[src/rtl/wdtc_pkg.sv]
// Purpose: shared constants and types of the watchdog and countdown timer
// Assumes: 50 MHz system clock, byte-wide register port
// Notes:   prescale and reset counts derived from times and rates below
package wdtc_pkg;

    // ****************************************
    // clock and tick rates
    // ****************************************
    localparam int CLK_HZ      = 50_000_000;
    localparam int SRC_HZ      = 4096;
    localparam int CLK_PER_SRC = CLK_HZ / SRC_HZ;
    localparam int DIV_64HZ    = 64;
    localparam int DIV_1HZ     = 64;
    localparam int DIV_MIN     = 60;
    localparam int PRE_W       = 16;
    localparam int DIV_W       = 6;

    // ****************************************
    // output pulse widths
    // ****************************************
    localparam int RST_SHORT_NS  = 244_000;
    localparam int RST_LONG_NS   = 15_625_000;
    localparam int RST_SHORT_CYC = int'((longint'(RST_SHORT_NS) * CLK_HZ) / 1_000_000_000);
    localparam int RST_LONG_CYC  = int'((longint'(RST_LONG_NS) * CLK_HZ) / 1_000_000_000);
    localparam int RST_CNT_W     = 20;
    localparam int IRQ_PULSE_CYC = 16;
    localparam int IRQ_CNT_W     = 5;

    // ****************************************
    // register map and fields
    // ****************************************
    localparam logic [7:0] ADDR_FLAGS = 8'h01;
    localparam logic [7:0] ADDR_CTRL  = 8'h10;
    localparam logic [7:0] ADDR_VAL   = 8'h11;
    localparam int MSF_BIT   = 7;
    localparam int WATCHDOG_EXPIRED_FLAG_BIT  = 6;
    localparam int COUNTDOWN_EXPIRED_FLAG_BIT  = 3;
    localparam int MODE_LSB  = 6;
    localparam int PULSE_BIT = 5;
    localparam logic       PULSE_RST   = 1'b0;
    localparam logic [1:0] CLK_SEL_RST = 2'h3;
    localparam logic [7:0] VAL_RST     = 8'h00;

    typedef enum logic [1:0] {
        MODE_OFF    = 2'b00,
        MODE_CD     = 2'b01,
        MODE_WD_IRQ = 2'b10,
        MODE_WD_RST = 2'b11
    } wdtc_mode_e;

    typedef enum logic [1:0] {
        SRC_4K  = 2'b00,
        SRC_64  = 2'b01,
        SRC_1   = 2'b10,
        SRC_MIN = 2'b11
    } wdtc_src_e;

endpackage

[src/rtl/wdtc_tick_gen.sv]
// Purpose: one-cycle source ticks at 4.096 kHz, 64 Hz, 1 Hz and 1/60 Hz
// Assumes: system clock divided down in place of the crystal clock
// Notes:   tick_o index follows the clock selector code
`timescale 1ns/1ps
`default_nettype none

module wdtc_tick_gen
    import wdtc_pkg::*;
#(
    parameter int CLK_PER_4K = CLK_PER_SRC
)(
    input  wire logic       clock,
    input  wire logic       rst_n,
    output logic [3:0]      tick_o
);

    typedef struct packed {
        logic [PRE_W-1:0] pre;
        logic [DIV_W-1:0] c64;
        logic [DIV_W-1:0] c1;
        logic [DIV_W-1:0] cmin;
        logic [3:0]       tick;
    } wdtc_tick_s;

    wdtc_tick_s st_r;
    wdtc_tick_s st_nxt;

    // ****************************************
    // cascaded dividers
    // ****************************************
    // cascade keeps every tick aligned with the fastest one
    always_comb
    begin
        st_nxt      = st_r;
        st_nxt.tick = 4'h0;
        if (st_r.pre == PRE_W'(CLK_PER_4K - 1))
        begin
            st_nxt.pre     = '0;
            st_nxt.tick[0] = 1'b1;
            if (st_r.c64 == DIV_W'(DIV_64HZ - 1))
            begin
                st_nxt.c64     = '0;
                st_nxt.tick[1] = 1'b1;
                if (st_r.c1 == DIV_W'(DIV_1HZ - 1))
                begin
                    st_nxt.c1      = '0;
                    st_nxt.tick[2] = 1'b1;
                    if (st_r.cmin == DIV_W'(DIV_MIN - 1))
                    begin
                        st_nxt.cmin    = '0;
                        st_nxt.tick[3] = 1'b1;
                    end
                    else
                    begin
                        st_nxt.cmin = st_r.cmin + 1'b1;
                    end
                end
                else
                begin
                    st_nxt.c1 = st_r.c1 + 1'b1;
                end
            end
            else
            begin
                st_nxt.c64 = st_r.c64 + 1'b1;
            end
        end
        else
        begin
            st_nxt.pre = st_r.pre + 1'b1;
        end
    end

    always_ff @(posedge clock)
    begin
        if (!rst_n)
        begin
            st_r <= '0;
        end
        else
        begin
            st_r <= st_nxt;
        end
    end

    assign tick_o = st_r.tick;

endmodule // wdtc_tick_gen

`default_nettype wire

[src/rtl/wdtc_timer.sv]
// Purpose: watchdog and countdown timer with flag register and pin drive
// Assumes: register port strobes are single-cycle and synchronous
// Notes:   read data appears one cycle after the read strobe
`timescale 1ns/1ps
`default_nettype none

module wdtc_timer
    import wdtc_pkg::*;
#(
    parameter int CLK_PER_4K = CLK_PER_SRC,
    parameter int RST_SHORT  = RST_SHORT_CYC,
    parameter int RST_LONG   = RST_LONG_CYC
)(
    input  wire logic       clock,
    input  wire logic       rst_n,
    input  wire logic       reg_wr_en,
    input  wire logic       reg_rd_en,
    input  wire logic [7:0] reg_addr,
    input  wire logic [7:0] reg_wdata,
    output logic [7:0]      reg_rdata,
    input  wire logic       sec_min_tick,
    output logic            int_o_n,
    output logic            rst_o_n
);

    typedef struct packed {
        wdtc_mode_e           mode;
        logic                 pulse_sel;
        logic [1:0]           clk_sel;
        logic [7:0]           nval;
        logic [7:0]           cnt;
        logic                 run;
        logic                 tick_interrupt_flag;
        logic                 countdown_expired_flag;
        logic                 watchdog_expired_flag;
        logic [IRQ_CNT_W-1:0] irq_cnt;
        logic [RST_CNT_W-1:0] rst_cnt;
        logic [7:0]           rdata;
        logic                 int_n;
        logic                 rst_out_n;
    } wdtc_state_s;

    localparam wdtc_state_s ST_RST = '{
        mode: MODE_OFF, pulse_sel: PULSE_RST, clk_sel: CLK_SEL_RST,
        nval: VAL_RST, cnt: VAL_RST, run: 1'b0, tick_interrupt_flag: 1'b0, countdown_expired_flag: 1'b0,
        watchdog_expired_flag: 1'b0, irq_cnt: '0, rst_cnt: '0, rdata: 8'h00,
        int_n: 1'b1, rst_out_n: 1'b1};

    wdtc_state_s st_r;
    wdtc_state_s st_nxt;
    logic [3:0]  tick_vec;
    logic        tick;
    logic        wd_set;
    logic        cd_set;

    function automatic logic hit(input logic [7:0] a, input logic [7:0] t);
        return a == t;
    endfunction

    function automatic logic is_wd(input wdtc_mode_e m);
        return (m == MODE_WD_IRQ) || (m == MODE_WD_RST);
    endfunction

    // ****************************************
    // source ticks
    // ****************************************
    // divided tick enables
    wdtc_tick_gen #(
        .CLK_PER_4K (CLK_PER_4K)
    ) u_tick (
        .clock  (clock),
        .rst_n  (rst_n),
        .tick_o (tick_vec)
    );

    always_comb
    begin
        case (wdtc_src_e'(st_r.clk_sel))
            SRC_4K:  tick = tick_vec[0];
            SRC_64:  tick = tick_vec[1];
            SRC_1:   tick = tick_vec[2];
            SRC_MIN: tick = tick_vec[3];
            default: tick = 1'b0;
        endcase
    end

    // ****************************************
    // next state
    // ****************************************
    always_comb
    begin
        st_nxt = st_r;
        wd_set = 1'b0;
        cd_set = 1'b0;
        if (reg_wr_en && hit(reg_addr, ADDR_CTRL))
        begin
            st_nxt.mode      = wdtc_mode_e'(reg_wdata[MODE_LSB +: 2]);
            st_nxt.pulse_sel = reg_wdata[PULSE_BIT];
            st_nxt.clk_sel   = reg_wdata[1:0];
        end
        // flag write ands only clearable flags
        if (reg_wr_en && hit(reg_addr, ADDR_FLAGS))
        begin
            st_nxt.tick_interrupt_flag  = st_r.tick_interrupt_flag & reg_wdata[MSF_BIT];
            st_nxt.countdown_expired_flag = st_r.countdown_expired_flag & reg_wdata[COUNTDOWN_EXPIRED_FLAG_BIT];
        end
        if (reg_rd_en && hit(reg_addr, ADDR_FLAGS))
        begin
            st_nxt.watchdog_expired_flag = 1'b0;
        end
        if (reg_wr_en && hit(reg_addr, ADDR_VAL))
        begin
            st_nxt.nval = reg_wdata;
            st_nxt.cnt  = reg_wdata;
            st_nxt.run  = (reg_wdata != 8'h00);
            st_nxt.watchdog_expired_flag = 1'b0;
        end
        // counting only in an active mode
        else if ((st_r.mode != MODE_OFF) && st_r.run && tick)
        begin
            if (st_r.cnt == 8'h01)
            begin
                if (is_wd(st_r.mode))
                begin
                    wd_set     = 1'b1;
                    st_nxt.run = 1'b0;
                end
                else
                begin
                    cd_set     = 1'b1;
                    st_nxt.cnt = st_r.nval;
                end
            end
            else
            begin
                st_nxt.cnt = st_r.cnt - 8'h01;
            end
        end
        // hardware sets win over software clears
        st_nxt.tick_interrupt_flag  = st_nxt.tick_interrupt_flag | sec_min_tick;
        st_nxt.countdown_expired_flag = st_nxt.countdown_expired_flag | cd_set;
        st_nxt.watchdog_expired_flag = st_nxt.watchdog_expired_flag | wd_set;
        // pulse restarts on every tick or countdown flag event, not on watchdog expiry
        if (sec_min_tick || cd_set)
        begin
            st_nxt.irq_cnt = IRQ_CNT_W'(IRQ_PULSE_CYC);
        end
        else if (st_r.irq_cnt != '0)
        begin
            st_nxt.irq_cnt = st_r.irq_cnt - 1'b1;
        end
        if (wd_set && (st_r.mode == MODE_WD_RST))
        begin
            st_nxt.rst_cnt = (wdtc_src_e'(st_r.clk_sel) == SRC_4K) ?
                             RST_CNT_W'(RST_SHORT) : RST_CNT_W'(RST_LONG);
        end
        else if (st_r.rst_cnt != '0)
        begin
            st_nxt.rst_cnt = st_r.rst_cnt - 1'b1;
        end
        // released pin must not linger once the flag is gone
        if (!st_nxt.watchdog_expired_flag || (st_nxt.mode != MODE_WD_RST))
        begin
            st_nxt.rst_cnt = '0;
        end
        st_nxt.int_n = !((st_nxt.pulse_sel ? (st_nxt.irq_cnt != '0)
                                           : (st_nxt.tick_interrupt_flag | st_nxt.countdown_expired_flag))
                         || (st_nxt.watchdog_expired_flag && (st_nxt.mode == MODE_WD_IRQ)));
        st_nxt.rst_out_n = (st_nxt.rst_cnt == '0);
        if (reg_rd_en)
        begin
            case (reg_addr)
                ADDR_FLAGS: st_nxt.rdata = {st_r.tick_interrupt_flag, st_r.watchdog_expired_flag, 2'b00, st_r.countdown_expired_flag, 3'b000};
                ADDR_CTRL:  st_nxt.rdata = {st_r.mode, st_r.pulse_sel, 3'b000, st_r.clk_sel};
                ADDR_VAL:   st_nxt.rdata = st_r.cnt;
                default:    st_nxt.rdata = 8'h00;
            endcase
        end
    end

    always_ff @(posedge clock)
    begin
        if (!rst_n)
        begin
            st_r <= ST_RST;
        end
        else
        begin
            st_r <= st_nxt;
        end
    end

    assign reg_rdata = st_r.rdata;
    assign int_o_n   = st_r.int_n;
    assign rst_o_n   = st_r.rst_out_n;
endmodule // wdtc_timer

`default_nettype wire

[config.mk]
export PLATFORM = sky130hd
export DESIGN_NAME = wdtc_timer
export DESIGN_NICKNAME = d
export VERILOG_FILES = /design/src/rtl/wdtc_pkg.sv /design/src/rtl/wdtc_tick_gen.sv /design/src/rtl/wdtc_timer.sv
export SDC_FILE = /design/constraint.sdc
export NUM_CORES = 1
export LEC_CHECK = 0
export BUFFER_PORTS_ARGS = -buffer_cell sky130_fd_sc_hd__buf_2
export CORE_MARGIN = 4
export CORE_UTILIZATION = 60
export CTS_CLUSTER_DIAMETER = 60
export DETAILED_ROUTE_END_ITERATION = 10
export GPL_TIMING_DRIVEN = 0
export PLACE_DENSITY = 0.81
export SETUP_SLACK_MARGIN = 0.4
export SLEW_MARGIN = 15
export SYNTH_ARGS = -nofsm -noshare
export SYNTH_HDL_FRONTEND = slang
export SYNTH_SLANG_ARGS = --single-unit
[constraint.sdc]
create_clock -name clock -period 6.7 [get_ports clock]
set_clock_uncertainty 0.15 [all_clocks]
set_input_delay 1.34 -clock clock [delete_from_list [all_inputs] [get_ports clock]]
set_output_delay 1.34 -clock clock [all_outputs]
set_load 0.01 [all_outputs]
Word-level counts from Yosys, hierarchy flattened. Cells that the tools add are included.

Bitwise operators: 7. Add/sub/neg operators: 7. Reductions and logical operators: 32. Equality and inequality tests: 16. Multiplexer cells: 34.

Operators with widths (count): 20-bit two-way mux (4); 8-bit one-hot mux with 3 select lines (1); 20-bit logical NOT (1); 20-bit nonzero test (1); 20-bit by 1-bit subtractor with 20-bit output (second input constant) (1); 6-bit by 1-bit adder with 6-bit output (second input constant) (3); 6-bit equality test (second input constant) (3); 6-bit two-way mux (3); 9-bit two-way mux (2); 1-bit two-way mux (17); 16-bit by 1-bit adder with 16-bit output (second input constant) (1); 16-bit by 14-bit equality test with 1-bit output (second input constant) (1); 8-bit by 1-bit equality test with 1-bit output (second input constant) (2); 8-bit by 5-bit equality test with 1-bit output (second input constant) (2); 8-bit two-way mux (2); 5-bit two-way mux (3); 2-bit equality test (second input constant) (5); 5-bit nonzero test (2); 3-bit AND reduction (3); 1-bit logical AND (8); 2-bit nonzero test (4); 8-bit nonzero test (1); 8-bit by 1-bit subtractor with 8-bit output (second input constant) (1); 2-bit AND reduction (3); 14 further kinds (22).

Input bits: 21. Register bits: 98. Logic and storage cells: 118. Output and inout port bits: 10.

Depth between registers and ports, before layout.
Word-level depth: 12. Gate-level depth with buffers: 10. Gate-level depth less buffers: 9.

Cells and area by module. From an unflattened synthesis, not the netlist that was laid out.

Cell total of the unflattened synthesis: 603. Area, all modules: 5096.1 um2.

Modules (own cells, without submodules): wdtc_timer (times used 1, area an instance 3314.4 um2, cells an instance 402, sequential area each 1201.2 um2); wdtc_tick_gen (times used 1, area an instance 1781.7 um2, cells an instance 201, sequential area each 760.7 um2).

Worst setup path before layout. No wires, ideal clock.

Path type: in2reg. From: input port reg_addr[1]. To: register st_r, in the netlist rst_o_n. Path slack: 3.054 ns. Stages: 8. Data arrival time: 3.438 ns. Cells stage by stage: or4_1 > clkbuf_1 > o31ai_1 > nor4_1 > nor3_1 > o21ai_1 > a2111oi_2 > a21o_1.

Longest elaborated chain between the ends: 9.

Ends and longest elaborated chain: start: declaration (line wdtc_timer.sv:18) `input wire logic [7:0] reg_addr,`; 8-bit by 1-bit equality test with 1-bit output (line wdtc_timer.sv:57) `return a == t;`; 1-bit logical AND (line wdtc_timer.sv:107) `if (reg_rd_en && hit(reg_addr, ADDR_FLAGS))`; 1-bit two-way mux (line wdtc_timer.sv:107); 1-bit two-way mux (line wdtc_timer.sv:111) `if (reg_wr_en && hit(reg_addr, ADDR_VAL))`; 1-bit bitwise OR (line wdtc_timer.sv:142) `st_nxt.watchdog_expired_flag = st_nxt.watchdog_expired_flag | wd_set;`; 1-bit logical NOT (line wdtc_timer.sv:162) `if (!st_nxt.watchdog_expired_flag || (st_nxt.mode != MODE_WD_RST))`; 1-bit logical OR (line wdtc_timer.sv:162); 20-bit two-way mux (*) (line wdtc_timer.sv:162); 20-bit logical NOT (*) (line wdtc_timer.sv:169) `st_nxt.rst_out_n = (st_nxt.rst_cnt == '0);`; end signal: assignment (line wdtc_timer.sv:189) `st_r <= st_nxt;`; end: declaration (line wdtc_timer.sv:49) `wdtc_state_s st_r;`.

Every way passes the cells marked *; elsewhere a longest branch is shown, timed or not. A chain may end at the register's enable or synchronous reset.

Final worst setup path. Same ends and word-level chain as after synthesis.

==> qor.txt <==
CTS
-------------------------------------------------------------------------------------
Cts repair resizes .....................................................            0
CTS H-tree lvls ........................................................            3
Hold buffer count at CTS ...............................................            0
CTS tree ...............................................................          yes
Clk sink count .........................................................           98
Clock Tree Buf Depth ...................................................            2
Post-CTS setup buffers .................................................            0
Inserted Clock Buffers .................................................            9
Clk_lat worst skew .....................................................      0.37 ns
Clock tree root buffer cell ............................................ sky130_fd_sc_hd__clkbuf_8
Clock-pin slew of the registers on the worst-case setup and hold paths .      0.09 ns

SYNTHESIS
-------------------------------------------------------------------------------------
Proportion of synthesized chip area in sequential cells ................        39.3%
Number of enable-type register cells in the synthesized netlist ........            0
Leading post-synthesis cells by cell area .............................. sky130_fd_sc_hd__dfxtp_1, sky130_fd_sc_hd__nor2_1, sky130_fd_sc_hd__nand2_1
Synthesized area .......................................................     4990 um2
Share of synthesized registers carrying an async set or reset ..........           0%
Flip-flop cell with the highest count after synthesis .................. sky130_fd_sc_hd__dfxtp_1
Per-instance average area after synthesis ..............................     8.40 um2
Share of the synthesized area in the top cell type .....................        39.3%
Post-Syn Nets ..........................................................          625
Number of warnings reported in the yosys synthesis log .................            0
Gate Count Post-Synth ..................................................          594
Most numerous cell types in the synthesized netlist .................... sky130_fd_sc_hd__dfxtp_1, sky130_fd_sc_hd__nor2_1, sky130_fd_sc_hd__nand2_1
Distinct cell type count after synthesis ...............................           62
Library cell occupying the most area in the post-synthesis netlist ..... sky130_fd_sc_hd__dfxtp_1
Yosys reg bits .........................................................           98
Most frequently used cell type in the post-synthesis netlist ........... sky130_fd_sc_hd__dfxtp_1

FLOORPLAN
-------------------------------------------------------------------------------------
Die width ..............................................................      99.2 um
Number of top-level pins ...............................................           31
Row count ..............................................................           33
Die area ...............................................................     9840 um2
Starting density of the core ...........................................        61.4%
Standard cell core area ................................................     8130 um2
Die boundary height ....................................................      99.2 um

ROUTING
-------------------------------------------------------------------------------------
Drt first-iter violations ..............................................          338
Routed len/inst ........................................................      15.8 um
DRT Wirelength .........................................................     11700 um
Routed vias ............................................................         4481
Routed via count divided by cell count .................................         6.02
Initial DRT Pass Iterations ............................................            5
DRC violation count after routing ......................................            0
ANT nets after route ...................................................            0

SETUP PATH
-------------------------------------------------------------------------------------
Sort of element at the end of the critical path ........................    flip-flop
Max FO, Critical Path ..................................................            7
Kind of critical path ..................................................    in -> reg
Data arrival at the endpoint of the critical path ......................      4.07 ns
Critical path data required time .......................................      6.85 ns
CP startpoint kind .....................................................    input pin

FINISH
-------------------------------------------------------------------------------------
Area Growth Syn to Fin .................................................        10.4%
Fin util ...............................................................        67.8%
Final-stage net count ..................................................          665
Fraction of layout instances using a drive strength above 1 ............        10.8%
Area of all sequential standard cells ..................................     1960 um2
Area used by multi-input combinational logic ...........................     2810 um2
Count of fill cells added during filler insertion ......................          663
Number of diodes added for antenna fixing ..............................            0

STA
-------------------------------------------------------------------------------------
Total Negative Setup Slacks ............................................         0 ns
Worst setup margin .....................................................      2.78 ns
Transition at the pin with the smallest max-transition slack ...........     0.890 ns
Setup violations, final ................................................            0
Setup repair after global routing missed its margin ....................           no
Final count of hold timing violations ..................................            0
Relative max-transition margin .........................................        40.1%
Max Freq ...............................................................    0.255 GHz
Final critical-path share of the clock period ..........................        58.5%
Final Max Slew Viols ...................................................            0
Minimum period implied by the final worst setup slack ..................      3.92 ns

POWER AND IR DROP
-------------------------------------------------------------------------------------
Largest voltage drop on the vdd net ....................................  0.0000970 V
Total power of the final layout ........................................    0.00110 W
Standby leakage power ..................................................      2.09 nW
Power per standard cell area ...........................................   200 nW/um2

OUTCOME
-------------------------------------------------------------------------------------
Outcome ................................................................    completed

GLOBAL ROUTE
-------------------------------------------------------------------------------------
Number of antenna violations at the first check in global routing ......            0
Global-route wire length before repair .................................     19800 um
Maximum number of pins on one net before global-route repair ...........           16
Global Route Usage Sum .................................................        24.2%
Number of global-route vias before repair ..............................         4284
Remaining global-route overflow ........................................            0

PLACED DESIGN
-------------------------------------------------------------------------------------
Post-detail-place hpwl .................................................      8600 um
Setup slack after placement ............................................      2.47 ns
Buffers on Ports .......................................................           29
Final weighted congestion in routability-driven placement ..............        0.934

RUN
-------------------------------------------------------------------------------------
MaxCap Viol Count ......................................................            0

MIN PATH
-------------------------------------------------------------------------------------
Class of the tightest hold or removal check ............................   reg -> reg

[stage by stage]
step | area, um2 | instances | hold WS [ns]
after floorplan | 4990 | 594 | 0.276
after global placement | 5270 | 728 | 0.293
after detailed placement | 5280 | 728 | 0.304
after CTS | 5510 | 744 | 0.325
after global routing | 5510 | 744 | 0.346
final | 5510 | 744 | 0.318
[area by class of cell]
type	count	area share, %
multi-input combinational	448	51.0
sequential	98	35.6
buffer	34	3.15
clock buffer	12	3.00
timing repair buffer	29	2.63
tap	105	2.38
clock inverter	4	1.32
inverter	14	0.953
[cell usage in the layout, fill, tap and decap left out, types with 16 or more instances in the layout]
master                     count
sky130_fd_sc_hd__xnor2_1      18
sky130_fd_sc_hd__nor2_1       70
sky130_fd_sc_hd__buf_2        30
sky130_fd_sc_hd__nor3_1       20
sky130_fd_sc_hd__nand4_1      18
sky130_fd_sc_hd__nand2_1      53
sky130_fd_sc_hd__a21boi_0     23
sky130_fd_sc_hd__nor4_1       17
sky130_fd_sc_hd__xor2_1       18
sky130_fd_sc_hd__a21oi_1      31
sky130_fd_sc_hd__clkbuf_1     23
sky130_fd_sc_hd__o21ai_0      16
sky130_fd_sc_hd__dfxtp_1      98
[worst max-delay path: stages]
cell,delay [ns]
sky130_fd_sc_hd__buf_2,0.10
sky130_fd_sc_hd__or4_1,0.50
sky130_fd_sc_hd__clkbuf_1,0.19
sky130_fd_sc_hd__o31ai_1,0.52
sky130_fd_sc_hd__nor4_2,0.21
sky130_fd_sc_hd__nor3_1,0.41
sky130_fd_sc_hd__o21ai_1,0.19
sky130_fd_sc_hd__a2111oi_2,0.43
sky130_fd_sc_hd__a21o_1,0.17
[sequential cells by signal, indices dropped and copies added, names as in the netlist]
signal         cells
reg_rdata          8
int_o_n            1
u_tick.st_r       34
u_tick.tick_o      4
st_r              50
rst_o_n            1
[worst paths after layout]
check | from | end | slack [ns] | cells past startpoint
worst max-delay path | reg_addr[1] | rst_o_n | 2.78 | 9
worst min-delay path | u_tick.st_r[22] | u_tick.st_r[22] | 0.32 | 1
worst max register to register | st_r[39] | rst_o_n | 3.29 | 8
worst min register to register | u_tick.st_r[22] | u_tick.st_r[22] | 0.32 | 1
[kinds of logic after synthesis]
family | count (synthesis) | synth area share, %
AO/OA/AOI/OAI | 108 | 14.3
AND/OR/NAND/NOR | 276 | 29.1
flip-flops | 98 | 39.3
buffers and inverters | 48 | 4.54
adder cells (fa/ha/maj) | 10 | 2.51
XOR/XNOR | 36 | 6.32
multiplexers | 18 | 3.96
[routing by layer]
| metal | vias up | wire, um | global-route usage (%) |
|---|---|---|---|
| met2 | 159 | 5480 | 39.9 |
| met5 | - | 0 | 0 |
| li1 | 2193 | - | - |
| met1 | 2101 | 5270 | 32.2 |
| met4 | 0 | 252 | 9.56 |
| met3 | 28 | 744 | 3.37 |
[power breakdown]
part           total (W)  internal [W]  switching [W]
clock network   0.000445      0.000241       0.000204
logic          0.0000632     0.0000260      0.0000372
registers       0.000594      0.000588     0.00000520
Power figures use the tool's default switching activity.
